--- src/verilog/tmr_pkg.sv ---
// Package: register map, field positions and mode codes of the 8-bit timer slice
`default_nettype none

package tmr_pkg;

    // ******************************************************************
    // Register map (data-space offsets)
    // ******************************************************************
    localparam logic [7:0] TMR_OFS_FLAG = 8'h35;
    localparam logic [7:0] TMR_OFS_COUNT = 8'h46;
    localparam logic [7:0] TMR_OFS_CMP_A = 8'h47;
    localparam logic [7:0] TMR_OFS_CMP_B = 8'h48;
    localparam logic [7:0] TMR_OFS_MASK = 8'h6E;
    // I/O space sits this far below data space
    localparam logic [7:0] TMR_IO_SHIFT = 8'h20;
    // From here up only load/store reaches a register
    localparam logic [7:0] TMR_EXT_IO_BASE = 8'h60;

    // ******************************************************************
    // Reset values and count limits
    // ******************************************************************
    localparam logic [7:0] TMR_RST_BYTE = 8'h00;
    localparam logic [2:0] TMR_RST_MASK = 3'h0;
    localparam logic [7:0] TMR_BOTTOM = 8'h00;
    localparam logic [7:0] TMR_MAX = 8'hFF;
    localparam logic [7:0] TMR_ONE = 8'h01;

    // ******************************************************************
    // Flag and enable bit positions (same in flag and mask registers)
    // ******************************************************************
    localparam int TMR_BIT_OVF = 0;
    localparam int TMR_BIT_CMP_A = 1;
    localparam int TMR_BIT_CMP_B = 2;
    localparam int TMR_NUM_FLAGS = 3;

    // ******************************************************************
    // Waveform generation mode codes
    // ******************************************************************
    localparam logic [2:0] TMR_MODE_NORMAL = 3'h0;
    localparam logic [2:0] TMR_MODE_PC_MAX = 3'h1;
    localparam logic [2:0] TMR_MODE_CTC = 3'h2;
    localparam logic [2:0] TMR_MODE_FAST_MAX = 3'h3;
    localparam logic [2:0] TMR_MODE_PC_CMPA = 3'h5;
    localparam logic [2:0] TMR_MODE_FAST_CMPA = 3'h7;

    // Register address hit, in data space or in I/O space
    function automatic logic tmr_hit(input logic [7:0] addr, input logic io_space,
                                     input logic [7:0] ofs);
        if (io_space) begin
            tmr_hit = (ofs < TMR_EXT_IO_BASE) && (addr == ofs - TMR_IO_SHIFT);
        end else begin
            tmr_hit = (addr == ofs);
        end
    endfunction : tmr_hit

endpackage : tmr_pkg

`default_nettype wire

--- src/verilog/tmr_flag_cell.sv ---
// Module: one sticky event flag with write-one-to-clear and vector acknowledge
`default_nettype none
`timescale 1ns/100ps

module tmr_flag_cell
    import tmr_pkg::*;
(
    input wire logic sys_clk,
    input wire logic rst_b,
    input wire logic set_evt,
    input wire logic clr_w1c,
    input wire logic clr_ack,
    output logic flag
);

    typedef struct packed {
        logic flag;
    } tmr_flag_s;

    tmr_flag_s state_reg;
    tmr_flag_s state_next;

    // Set beats either clear so a same-cycle event is never lost
    always_comb begin
        state_next = state_reg;
        if (set_evt) begin
            state_next.flag = 1'b1;
        end else if (clr_w1c || clr_ack) begin
            state_next.flag = 1'b0;
        end
    end

    // State register
    always_ff @(posedge sys_clk) begin
        if (!rst_b) begin
            state_reg <= '0;
        end else begin
            state_reg <= state_next;
        end
    end

    assign flag = state_reg.flag;

endmodule : tmr_flag_cell

`default_nettype wire

--- src/verilog/tmr_compare_unit.sv ---
// Module: compare of the counter against one compare value, with waveform toggle
`default_nettype none
`timescale 1ns/100ps

module tmr_compare_unit
    import tmr_pkg::*;
(
    input wire logic sys_clk,
    input wire logic rst_b,
    input wire logic timer_tick,
    input wire logic block,
    input wire logic [7:0] counter_value,
    input wire logic [7:0] compare_value,
    output logic match,
    output logic waveform_out
);

    typedef struct packed {
        logic wave;
    } tmr_cmp_s;

    tmr_cmp_s state_reg;
    tmr_cmp_s state_next;

    // Equality is checked every cycle but only counts on a tick, unless blocked
    assign match = timer_tick && !block && (counter_value == compare_value);

    // Waveform pin flips on every counted match
    always_comb begin
        state_next = state_reg;
        if (match) begin
            state_next.wave = !state_reg.wave;
        end
    end

    // State register
    always_ff @(posedge sys_clk) begin
        if (!rst_b) begin
            state_reg <= '0;
        end else begin
            state_reg <= state_next;
        end
    end

    assign waveform_out = state_reg.wave;

endmodule : tmr_compare_unit

`default_nettype wire

--- src/verilog/tmr_timer0.sv ---
// Module: 8-bit timer counter with two compares, three flags and irq requests
`default_nettype none
`timescale 1ns/100ps

module tmr_timer0
    import tmr_pkg::*;
(
    input wire logic sys_clk,
    input wire logic rst_b,
    input wire logic timer_tick,
    input wire logic [2:0] waveform_mode_bits,
    input wire logic global_irq_enable,
    input wire logic [7:0] bus_addr,
    input wire logic bus_io_space,
    input wire logic bus_wr,
    input wire logic bus_rd,
    input wire logic [7:0] bus_wdata,
    output logic [7:0] bus_rdata,
    input wire logic ack_overflow,
    input wire logic ack_compare_a,
    input wire logic ack_compare_b,
    output logic irq_overflow,
    output logic irq_compare_a,
    output logic irq_compare_b,
    output logic waveform_out_a,
    output logic waveform_out_b
);

    // ******************************************************************
    // State
    // ******************************************************************
    typedef struct packed {
        logic [7:0] counter_value;
        logic [7:0] compare_value_a;
        logic [7:0] compare_value_b;
        logic [2:0] timer_irq_mask;
        logic count_down;
        logic match_block;
        logic [7:0] rdata;
    } tmr_core_s;

    tmr_core_s state_reg;
    tmr_core_s state_next;

    logic hit_flag;
    logic hit_count;
    logic hit_cmp_a;
    logic hit_cmp_b;
    logic hit_mask;
    logic wr_count;
    logic match_a;
    logic match_b;
    logic ovf_evt;
    logic up_down_mode;
    logic [7:0] top_value;
    logic [TMR_NUM_FLAGS-1:0] set_vec;
    logic [TMR_NUM_FLAGS-1:0] w1c_vec;
    logic [TMR_NUM_FLAGS-1:0] ack_vec;
    logic [TMR_NUM_FLAGS-1:0] timer_flag_register;

    // ******************************************************************
    // Address decode
    // ******************************************************************

    // Each register answers at its data offset and, below the extended area, 0x20 lower
    assign hit_flag = tmr_hit(bus_addr, bus_io_space, TMR_OFS_FLAG);
    assign hit_count = tmr_hit(bus_addr, bus_io_space, TMR_OFS_COUNT);
    assign hit_cmp_a = tmr_hit(bus_addr, bus_io_space, TMR_OFS_CMP_A);
    assign hit_cmp_b = tmr_hit(bus_addr, bus_io_space, TMR_OFS_CMP_B);
    assign hit_mask = tmr_hit(bus_addr, bus_io_space, TMR_OFS_MASK);
    assign wr_count = bus_wr && hit_count;

    // ******************************************************************
    // Mode decode
    // ******************************************************************

    // Top is the fixed maximum or compare A, by mode
    always_comb begin
        unique case (waveform_mode_bits)
            TMR_MODE_CTC, TMR_MODE_PC_CMPA, TMR_MODE_FAST_CMPA: begin
                top_value = state_reg.compare_value_a;
            end
            default: begin
                top_value = TMR_MAX;
            end
        endcase
    end

    assign up_down_mode = (waveform_mode_bits == TMR_MODE_PC_MAX) ||
                          (waveform_mode_bits == TMR_MODE_PC_CMPA);

    // Overflow point per mode; a counter write in the same cycle takes precedence
    always_comb begin
        ovf_evt = 1'b0;
        if (timer_tick && !wr_count) begin
            unique case (waveform_mode_bits)
                TMR_MODE_PC_MAX, TMR_MODE_PC_CMPA: begin
                    // Turn at bottom while coming down
                    ovf_evt = state_reg.count_down &&
                              (state_reg.counter_value == TMR_BOTTOM);
                end
                TMR_MODE_FAST_CMPA: begin
                    ovf_evt = (state_reg.counter_value == top_value);
                end
                default: begin
                    ovf_evt = (state_reg.counter_value == TMR_MAX);
                end
            endcase
        end
    end

    // ******************************************************************
    // Compare units
    // ******************************************************************

    // Compare A: the block bit set by a counter write silences one tick
    tmr_compare_unit u_cmp_a (
        .sys_clk(sys_clk),
        .rst_b(rst_b),
        .timer_tick(timer_tick),
        .block(state_reg.match_block),
        .counter_value(state_reg.counter_value),
        .compare_value(state_reg.compare_value_a),
        .match(match_a),
        .waveform_out(waveform_out_a)
    );

    // Compare B, same arrangement
    tmr_compare_unit u_cmp_b (
        .sys_clk(sys_clk),
        .rst_b(rst_b),
        .timer_tick(timer_tick),
        .block(state_reg.match_block),
        .counter_value(state_reg.counter_value),
        .compare_value(state_reg.compare_value_b),
        .match(match_b),
        .waveform_out(waveform_out_b)
    );

    // ******************************************************************
    // Flags
    // ******************************************************************

    // Flag sources, software clears and vector acknowledges, one lane each
    always_comb begin
        set_vec = '0;
        set_vec[TMR_BIT_OVF] = ovf_evt;
        set_vec[TMR_BIT_CMP_A] = match_a;
        set_vec[TMR_BIT_CMP_B] = match_b;
        ack_vec = '0;
        ack_vec[TMR_BIT_OVF] = ack_overflow;
        ack_vec[TMR_BIT_CMP_A] = ack_compare_a;
        ack_vec[TMR_BIT_CMP_B] = ack_compare_b;
        // Writing one clears, zero leaves the flag alone
        w1c_vec = (bus_wr && hit_flag) ? bus_wdata[TMR_NUM_FLAGS-1:0] : '0;
    end

    // One sticky cell per source
    genvar gi;
    generate
        for (gi = 0; gi < TMR_NUM_FLAGS; gi++) begin : g_flag
            tmr_flag_cell u_flag (
                .sys_clk(sys_clk),
                .rst_b(rst_b),
                .set_evt(set_vec[gi]),
                .clr_w1c(w1c_vec[gi]),
                .clr_ack(ack_vec[gi]),
                .flag(timer_flag_register[gi])
            );
        end
    endgenerate

    // Requests need the global enable, the source enable and the flag
    assign irq_overflow = global_irq_enable && state_reg.timer_irq_mask[TMR_BIT_OVF] &&
                          timer_flag_register[TMR_BIT_OVF];
    assign irq_compare_a = global_irq_enable && state_reg.timer_irq_mask[TMR_BIT_CMP_A] &&
                           timer_flag_register[TMR_BIT_CMP_A];
    assign irq_compare_b = global_irq_enable && state_reg.timer_irq_mask[TMR_BIT_CMP_B] &&
                           timer_flag_register[TMR_BIT_CMP_B];

    // ******************************************************************
    // Counter, registers and read path
    // ******************************************************************

    // Counting runs on ticks; a counter write overrides the tick's count step
    always_comb begin
        state_next = state_reg;
        if (timer_tick) begin
            state_next.match_block = 1'b0;
            if (up_down_mode) begin
                if (!state_reg.count_down && state_reg.counter_value == top_value) begin
                    state_next.count_down = 1'b1;
                    state_next.counter_value = state_reg.counter_value - TMR_ONE;
                end else if (state_reg.count_down &&
                             state_reg.counter_value == TMR_BOTTOM) begin
                    state_next.count_down = 1'b0;
                    state_next.counter_value = state_reg.counter_value + TMR_ONE;
                end else if (state_reg.count_down) begin
                    state_next.counter_value = state_reg.counter_value - TMR_ONE;
                end else begin
                    state_next.counter_value = state_reg.counter_value + TMR_ONE;
                end
            end else begin
                state_next.count_down = 1'b0;
                // Past a lowered top the count runs on and wraps through maximum
                if (state_reg.counter_value == top_value) begin
                    state_next.counter_value = TMR_BOTTOM;
                end else begin
                    state_next.counter_value = state_reg.counter_value + TMR_ONE;
                end
            end
        end
        if (wr_count) begin
            state_next.counter_value = bus_wdata;
            state_next.match_block = 1'b1;
        end
        if (bus_wr && hit_cmp_a) begin
            state_next.compare_value_a = bus_wdata;
        end
        if (bus_wr && hit_cmp_b) begin
            state_next.compare_value_b = bus_wdata;
        end
        if (bus_wr && hit_mask) begin
            state_next.timer_irq_mask = bus_wdata[TMR_NUM_FLAGS-1:0];
        end
        // Read data held until the next read; unmapped reads give zero
        if (bus_rd) begin
            if (hit_count) begin
                state_next.rdata = state_reg.counter_value;
            end else if (hit_cmp_a) begin
                state_next.rdata = state_reg.compare_value_a;
            end else if (hit_cmp_b) begin
                state_next.rdata = state_reg.compare_value_b;
            end else if (hit_flag) begin
                state_next.rdata = {5'h00, timer_flag_register};
            end else if (hit_mask) begin
                state_next.rdata = {5'h00, state_reg.timer_irq_mask};
            end else begin
                state_next.rdata = TMR_RST_BYTE;
            end
        end
    end

    // State register
    always_ff @(posedge sys_clk) begin
        if (!rst_b) begin
            state_reg.counter_value <= TMR_RST_BYTE;
            state_reg.compare_value_a <= TMR_RST_BYTE;
            state_reg.compare_value_b <= TMR_RST_BYTE;
            state_reg.timer_irq_mask <= TMR_RST_MASK;
            state_reg.count_down <= 1'b0;
            state_reg.match_block <= 1'b0;
            state_reg.rdata <= TMR_RST_BYTE;
        end else begin
            state_reg <= state_next;
        end
    end

    assign bus_rdata = state_reg.rdata;

endmodule : tmr_timer0

`default_nettype wire

--- config.mk ---
export PLATFORM = sky130hd
export DESIGN_NAME = tmr_timer0
export DESIGN_NICKNAME = d
export VERILOG_FILES = /design/src/verilog/tmr_pkg.sv /design/src/verilog/tmr_flag_cell.sv /design/src/verilog/tmr_compare_unit.sv /design/src/verilog/tmr_timer0.sv
export SDC_FILE = /design/constraint.sdc
export NUM_CORES = 1
export LEC_CHECK = 0
export BUFFER_PORTS_ARGS = -buffer_cell sky130_fd_sc_hd__buf_2
export CORE_AREA = 4 4 72 91
export DETAILED_ROUTE_END_ITERATION = 8
export DIE_AREA = 0 0 76 95
export PLACE_DENSITY = 0.75
export SYNTH_ARGS = -nofsm -noshare
export SYNTH_HDL_FRONTEND = slang
export SYNTH_HIERARCHICAL = 1
export SYNTH_SLANG_ARGS = --single-unit
--- constraint.sdc ---
create_clock -name sys_clk -period 4.9 [get_ports sys_clk]
set_clock_uncertainty 0.2 [all_clocks]
set_input_delay 1.47 -clock sys_clk [delete_from_list [all_inputs] [get_ports sys_clk]]
set_output_delay 1.47 -clock sys_clk [all_outputs]
set_load 0.1 [all_outputs]
==> results of run 1 <==
-- where the power goes --
group          total [uW]  internal, uW  switching, uW  leakage, uW
logic                 159          55.6            104     0.000930
clock network         226           100            126    0.0000441
registers             361           349           12.6     0.000341
-- kinds of logic (layout without fill, tap and decap cells) --
kind of cell,after synthesis,in the layout,synth area share (%)
multiplexers,3,3,0.983
adder cells (fa/ha/maj),3,3,1.23
AND/OR/NAND/NOR,184,184,36.1
AO/OA/AOI/OAI,88,88,19.7
XOR/XNOR,28,28,8.03
flip-flops,42,42,27.5
buffers and inverters,41,61,6.43
-- layout by cell type (no fill, tap or decap), types with 3 or more instances in the layout --
| master | count |
|---|---|
| mux2i_1 | 3 |
| o21a_1 | 3 |
| and2_1 | 3 |
| nand2_1 | 44 |
| xnor2_1 | 9 |
| nand3b_1 | 8 |
| a222oi_1 | 8 |
| and3_1 | 13 |
| nand3_1 | 30 |
| a21oi_1 | 36 |
| o211ai_1 | 5 |
| buf_2 | 41 |
| nand4b_1 | 3 |
| inv_1 | 7 |
| buf_4 | 4 |
| or4b_1 | 5 |
| a211oi_1 | 6 |
| dfxtp_1 | 42 |
| nor4_1 | 3 |
| a31o_2 | 3 |
| nor3_1 | 9 |
| o21ai_0 | 7 |
| xor2_1 | 19 |
| clkbuf_8 | 5 |
| nor4_4 | 3 |
| nor2_1 | 23 |
| ha_1 | 3 |
| nand2b_1 | 11 |
| nor3b_2 | 4 |
-- metal layers --
layer | vias up | GRT usage (%)
met5 | - | 0
met4 | 0 | 11.1
met3 | 27 | 4.58
met2 | 121 | 39.1
met1 | 1433 | 29.1
li1 | 1452 | -
-- per-stage QoR --
| stage | total power [uW] | hold WS [ns] | cells | area [um2] | util (%) |
|---|---|---|---|---|---|
| floorplan | 487 | 0.240 | 389 | 3060 | - |
| global placement | 523 | 0.256 | 467 | 3210 | 56.3 |
| detailed placement | 526 | 0.263 | 467 | 3210 | 56.3 |
| CTS | 750 | 0.272 | 475 | 3300 | 57.9 |
| global route | 787 | 0.293 | 475 | 3300 | 57.9 |
| finish | 747 | 0.274 | 475 | 3300 | 57.9 |
-- final cells by class --
class                   instances  area [um2]  area share, %
well taps                      66        82.6           2.50
multi-input cells             306        2020           61.3
repair buffers                 45         235           7.12
flip-flops and latches         42         841           25.5
inverters                       8        30.0          0.909
clock inverters                 3        21.3          0.644
clock buffers                   5        68.8           2.08
-- worst min-delay path by stage --
stage                                     startpoint                          to  slack (ns)
final                      bus_rdata[2]$_SDFFE_PN0P_   bus_rdata[2]$_SDFFE_PN0P_        0.27
after global routing      state_reg[11]$_SDFFE_PN0P_  state_reg[11]$_SDFFE_PN0P_        0.29
after CTS                 state_reg[12]$_SDFFE_PN0P_  state_reg[12]$_SDFFE_PN0P_        0.27
after detailed placement  state_reg[12]$_SDFFE_PN0P_  state_reg[12]$_SDFFE_PN0P_        0.26
after global placement     bus_rdata[2]$_SDFFE_PN0P_   bus_rdata[2]$_SDFFE_PN0P_        0.26
after floorplan           state_reg[10]$_SDFFE_PN0P_  state_reg[10]$_SDFFE_PN0P_        0.24
-- worst max-delay path, stage by stage --
cell and delay (ns):
buf_2 0.19, or4b_1 0.54, a21oi_1 0.14, o22ai_1 0.12, nor4_4 0.66, a21oi_2 0.21
a221o_1 0.40, a21oi_2 0.10
==> impl_metrics.json, run 1 <==
{
  "endpoint_kind": "register",
  "synth-seq-cells": 42,
  "setup_slack_ns": 1.09,
  "synthCells": 389,
  "dr_wl_met2_mm": 4.01,
  "largest_reg_flops": 29,
  "irDropWorstVdd_mv": 0.141,
  "clk_path_buf_depth": 2,
  "setup_violations": 0,
  "synth_edf_count": 0,
  "synthTopCellsByArea": "dfxtp_1 (28%), a21oi_1 (5.9%), xor2_1 (5.4%)",
  "grt_usage_pct": 23.5,
  "viasPerCell": 6.39,
  "cts_resized": 0,
  "hold_violations": 0,
  "fmax_ghz": 0.263,
  "crit_fanout": 18,
  "drv_slew": 0,
  "synth_top_area_cell": "dfxtp_1",
  "yosys-top-cells-count": "nand2_1 (44), dfxtp_1 (42), a21oi_1 (36), nand3_1 (30), nor2_1 (23)",
  "period_minus_slack_ns": 3.81,
  "vias": 3033,
  "overflow": 0,
  "antenna_found_initial": 0,
  "reg2reg_depth": 6,
  "worstMarginPinSlew_ns": 0.700,
  "cp.arrival_ns": 3.85,
  "maxCapViolations": 0,
  "root_buffer": "clkbuf_8",
  "synthArstFlopShare_pct": 0,
  "hold_path.class": "register to register",
  "drtIter0Drc": 252,
  "tritoncts": "built",
  "ant_nets": 0,
  "grt_max_degree": 28,
  "worstHoldPathCells": 2,
  "clk_pin_slew_worst_paths_ns": 0.08,
  "die_w_um": 76,
  "wl_met1_mm": 3.56,
  "h-tree-depth": 2,
  "drt_pass1_iterations": 5,
  "synth_most_common_cell": "nand2_1",
  "ff2ff_setup_slack_ns": 2.04,
  "power_leakage_uw": 0.00131,
  "critPathLaunch": "waveform_mode_bits[2]",
  "power_density_nw_per_um2": 226,
  "ys_types": 62,
  "crit_type": "input port to register",
  "dp_slack_ns": 0.827,
  "wl_per_cell_um": 17.7,
  "netlist.area_leader.share_pct": 27.5,
  "nNetsFinal": 440,
  "setup_tns_ns": 0,
  "synth_fp_nets": 421,
  "antenna_cells": 0,
  "cts_buffers": 5,
  "cts_setup_buffers": 0,
  "met3_length_um": 493,
  "gp_congestion": 0.878,
  "initial_core_util_pct": 53.6,
  "ys.flop_type": "dfxtp_1",
  "grt_pass1_wl_mm": 13.8,
  "yosys_warnings": 6,
  "avgSynthCellArea_um2": 7.85,
  "post-dp-hpwl_mm": 6.04,
  "cts_sinks": 42,
  "layout-drive-gt1-share_pct": 18.6,
  "period_share_pct": 77.7,
  "dieArea_um2": 7220,
  "start_kind": "input port",
  "ys_seq_area_share_pct": 27.5,
  "r2r_end": "state_reg[32]$_SDFFE_PN0P_",
  "wirelength_mm": 8.40,
  "drc": 0,
  "core.rowCount": 31,
  "die_h_um": 95,
  "synth.cell_area_um2": 3060,
  "endpoint": "state_reg[35]$_SDFFE_PN0P_",
  "area_growth_pct": 8.07,
  "rsz0062_at_grt": "no",
  "status": "finished clean",
  "grt_pass1_vias": 2778,
  "reg2reg_from": "state_reg[31]$_SDFFE_PN0P_",
  "worstSkewPairLatency_ns": 0.30,
  "top_layer_used": "met4",
  "ioPinCount": 42,
  "port_buffers": 41,
  "relSlewSlack_pct": 53.3,
  "crit_required_ns": 4.94,
  "core_area_um2": 5700,
  "n_fill_cell": 549,
  "hold_buffers": 0
}
Note: power is estimated with default switching activity, not from simulation.
==> run 2: changes to the inputs <==
Clock period 4.9 ns to 3.9 ns, I/O delays scaled along.
==> run 2 against run 1 <==
Net effect: flip-flop and latch count is the same; die area is the same; critical path type unchanged; wire length grew 0.83%; final area grew 0.72%; combinational power grew 31%; critical path depth is the same; core utilization grew 0.42 points.
==> impl_metrics.json, run 2 (synthesis gave the netlist of run 1 again) <==
{
  "nNetsFinal": 445,
  "hold_ws_ns": 0.271,
  "maxCapViolations": 0,
  "grt_max_degree": 36,
  "ant_nets": 0,
  "final_cell_mix": "nand2_1 (44), dfxtp_1 (42), buf_2 (41)",
  "layout-drive-gt1-share_pct": 18.9,
  "grt_pass1_vias": 2763,
  "worstMarginPinSlew_ns": 0.636,
  "total_power_uw": 925,
  "critPathSlowestCell": "nor4_4",
  "vias": 3015,
  "crit_chain": "buf_2 -> or4b_1 -> a21oi_1 -> o22ai_1 -> nor4_4 -> a21oi_2 -> a221o_1 -> a21oi_2",
  "power_density_nw_per_um2": 278,
  "hold_violations": 0,
  "clk_path_buf_depth": 2,
  "cts_sinks": 42,
  "grt_usage_pct": 23.3,
  "rsz0062_at_grt": "no",
  "drt_pass1_iterations": 5,
  "n_fill_cell": 538,
  "regArea_um2": 841,
  "cp.arrival_ns": 3.41,
  "cts_buffers": 5,
  "final_common_cell": "nand2_1",
  "antenna_cells": 0,
  "hold_path.class": "register to register",
  "post-dp-hpwl_mm": 6.05,
  "crit_fanout": 18,
  "cts_setup_buffers": 0,
  "dpl_cell_area_um2": 3250,
  "dieArea_um2": 7220,
  "gp_congestion": 0.877,
  "die_w_um": 76,
  "fmax_ghz": 0.297,
  "wl_per_cell_um": 17.7,
  "port_buffers": 41,
  "root_buffer": "clkbuf_8",
  "relSlewSlack_pct": 57.5,
  "die_h_um": 95,
  "setup_tns_ns": 0,
  "power_leakage_uw": 0.00133,
  "drv_slew": 0,
  "crit_type": "input port to register",
  "setup_violations": 0,
  "grt_pass1_wl_mm": 13.6,
  "irDropWorstVdd_mv": 0.127,
  "period_minus_slack_ns": 3.37,
  "endpoint_kind": "register",
  "cp_common_cell": "a21oi_2",
  "viasPerCell": 6.29,
  "period_share_pct": 86.4,
  "clk_pin_slew_worst_paths_ns": 0.08,
  "core.rowCount": 31,
  "crit_buf_inv": 1,
  "h-tree-depth": 2,
  "stdcell_area_um2": 3330,
  "wirelength_mm": 8.47,
  "worstSkewPairLatency_ns": 0.30,
  "tritoncts": "built",
  "path_delay_family": "simple AND/OR/NAND/NOR gates",
  "initial_core_util_pct": 53.6,
  "hold_buffers": 0,
  "core_area_um2": 5700,
  "slowest_delay_ns": 0.56,
  "crit_required_ns": 3.94,
  "antenna_found_initial": 0,
  "start_kind": "input port",
  "status": "finished clean",
  "area_growth_pct": 8.85,
  "ioPinCount": 42,
  "multi_input_area_um2": 2020,
  "drc": 0,
  "largest_reg_flops": 29,
  "cts_resized": 0,
  "overflow": 0,
  "drtIter0Drc": 228
}
[run 2: cell count changes in the layout (fill, tap and decap cells not counted), sizes merged]
cell,previous run,this run
buf,45,50
clkbuf,5,7
clkinv,3,1
clkinvlp,1,0
[run 2: power by group]
| part | total (uW) | internal, uW | switching, uW |
|---|---|---|---|
| registers | 447 | 438 | 8.33 |
| clock network | 271 | 123 | 147 |
| logic | 208 | 71.6 | 136 |
| total | 925 | 633 | 292 |
[run 2: worst register-to-register path, stage by stage, from the launching register on]
cell	delay, ns
dfxtp_1	0.30
buf_4	0.19
or4_1	0.60
nor4b_2	0.61
nor2b_1	0.13
a21oi_2	0.26
nor2_1	0.08
o311a_1	0.28
[run 2: metrics by stage]
step,utilization (%),std cells,worst slack (ns)
final,58.3,479,0.530
after global routing,58.3,479,0.372
after global placement,57.0,472,0.216
after detailed placement,57.0,472,0.218
after CTS,58.3,479,0.526
after floorplan,-,389,0.452
[run 2: path summary, 6_finish.rpt]
check,start,end,slack [ns],depth (start not counted)
worst max-delay path,waveform_mode_bits[2],state_reg[35]$_SDFFE_PN0P_,0.53,8
worst min-delay path,bus_rdata[0]$_SDFFE_PN0P_,bus_rdata[0]$_SDFFE_PN0P_,0.27,2
worst max register to register,state_reg[31]$_SDFFE_PN0P_,state_reg[32]$_SDFFE_PN0P_,1.13,7
worst min register to register,bus_rdata[0]$_SDFFE_PN0P_,bus_rdata[0]$_SDFFE_PN0P_,0.27,2
[run 2: layout make-up]
class                      count  area share, %
tap                           66           2.48
multi-input combinational    306           60.8
inverter                       8          0.903
sequential                    42           25.3
clock buffer                   7           2.29
timing repair buffer          50           8.20
[run 2: layer usage]
metal / GRT usage, % / vias to the layer above / routed length, um
met5: 0 / - / 0
met4: 11.9 / 0 / 289
met3: 4.68 / 26 / 547
met2: 40.6 / 108 / 4130
met1: 26.9 / 1415 / 3500
li1: - / 1466 / -
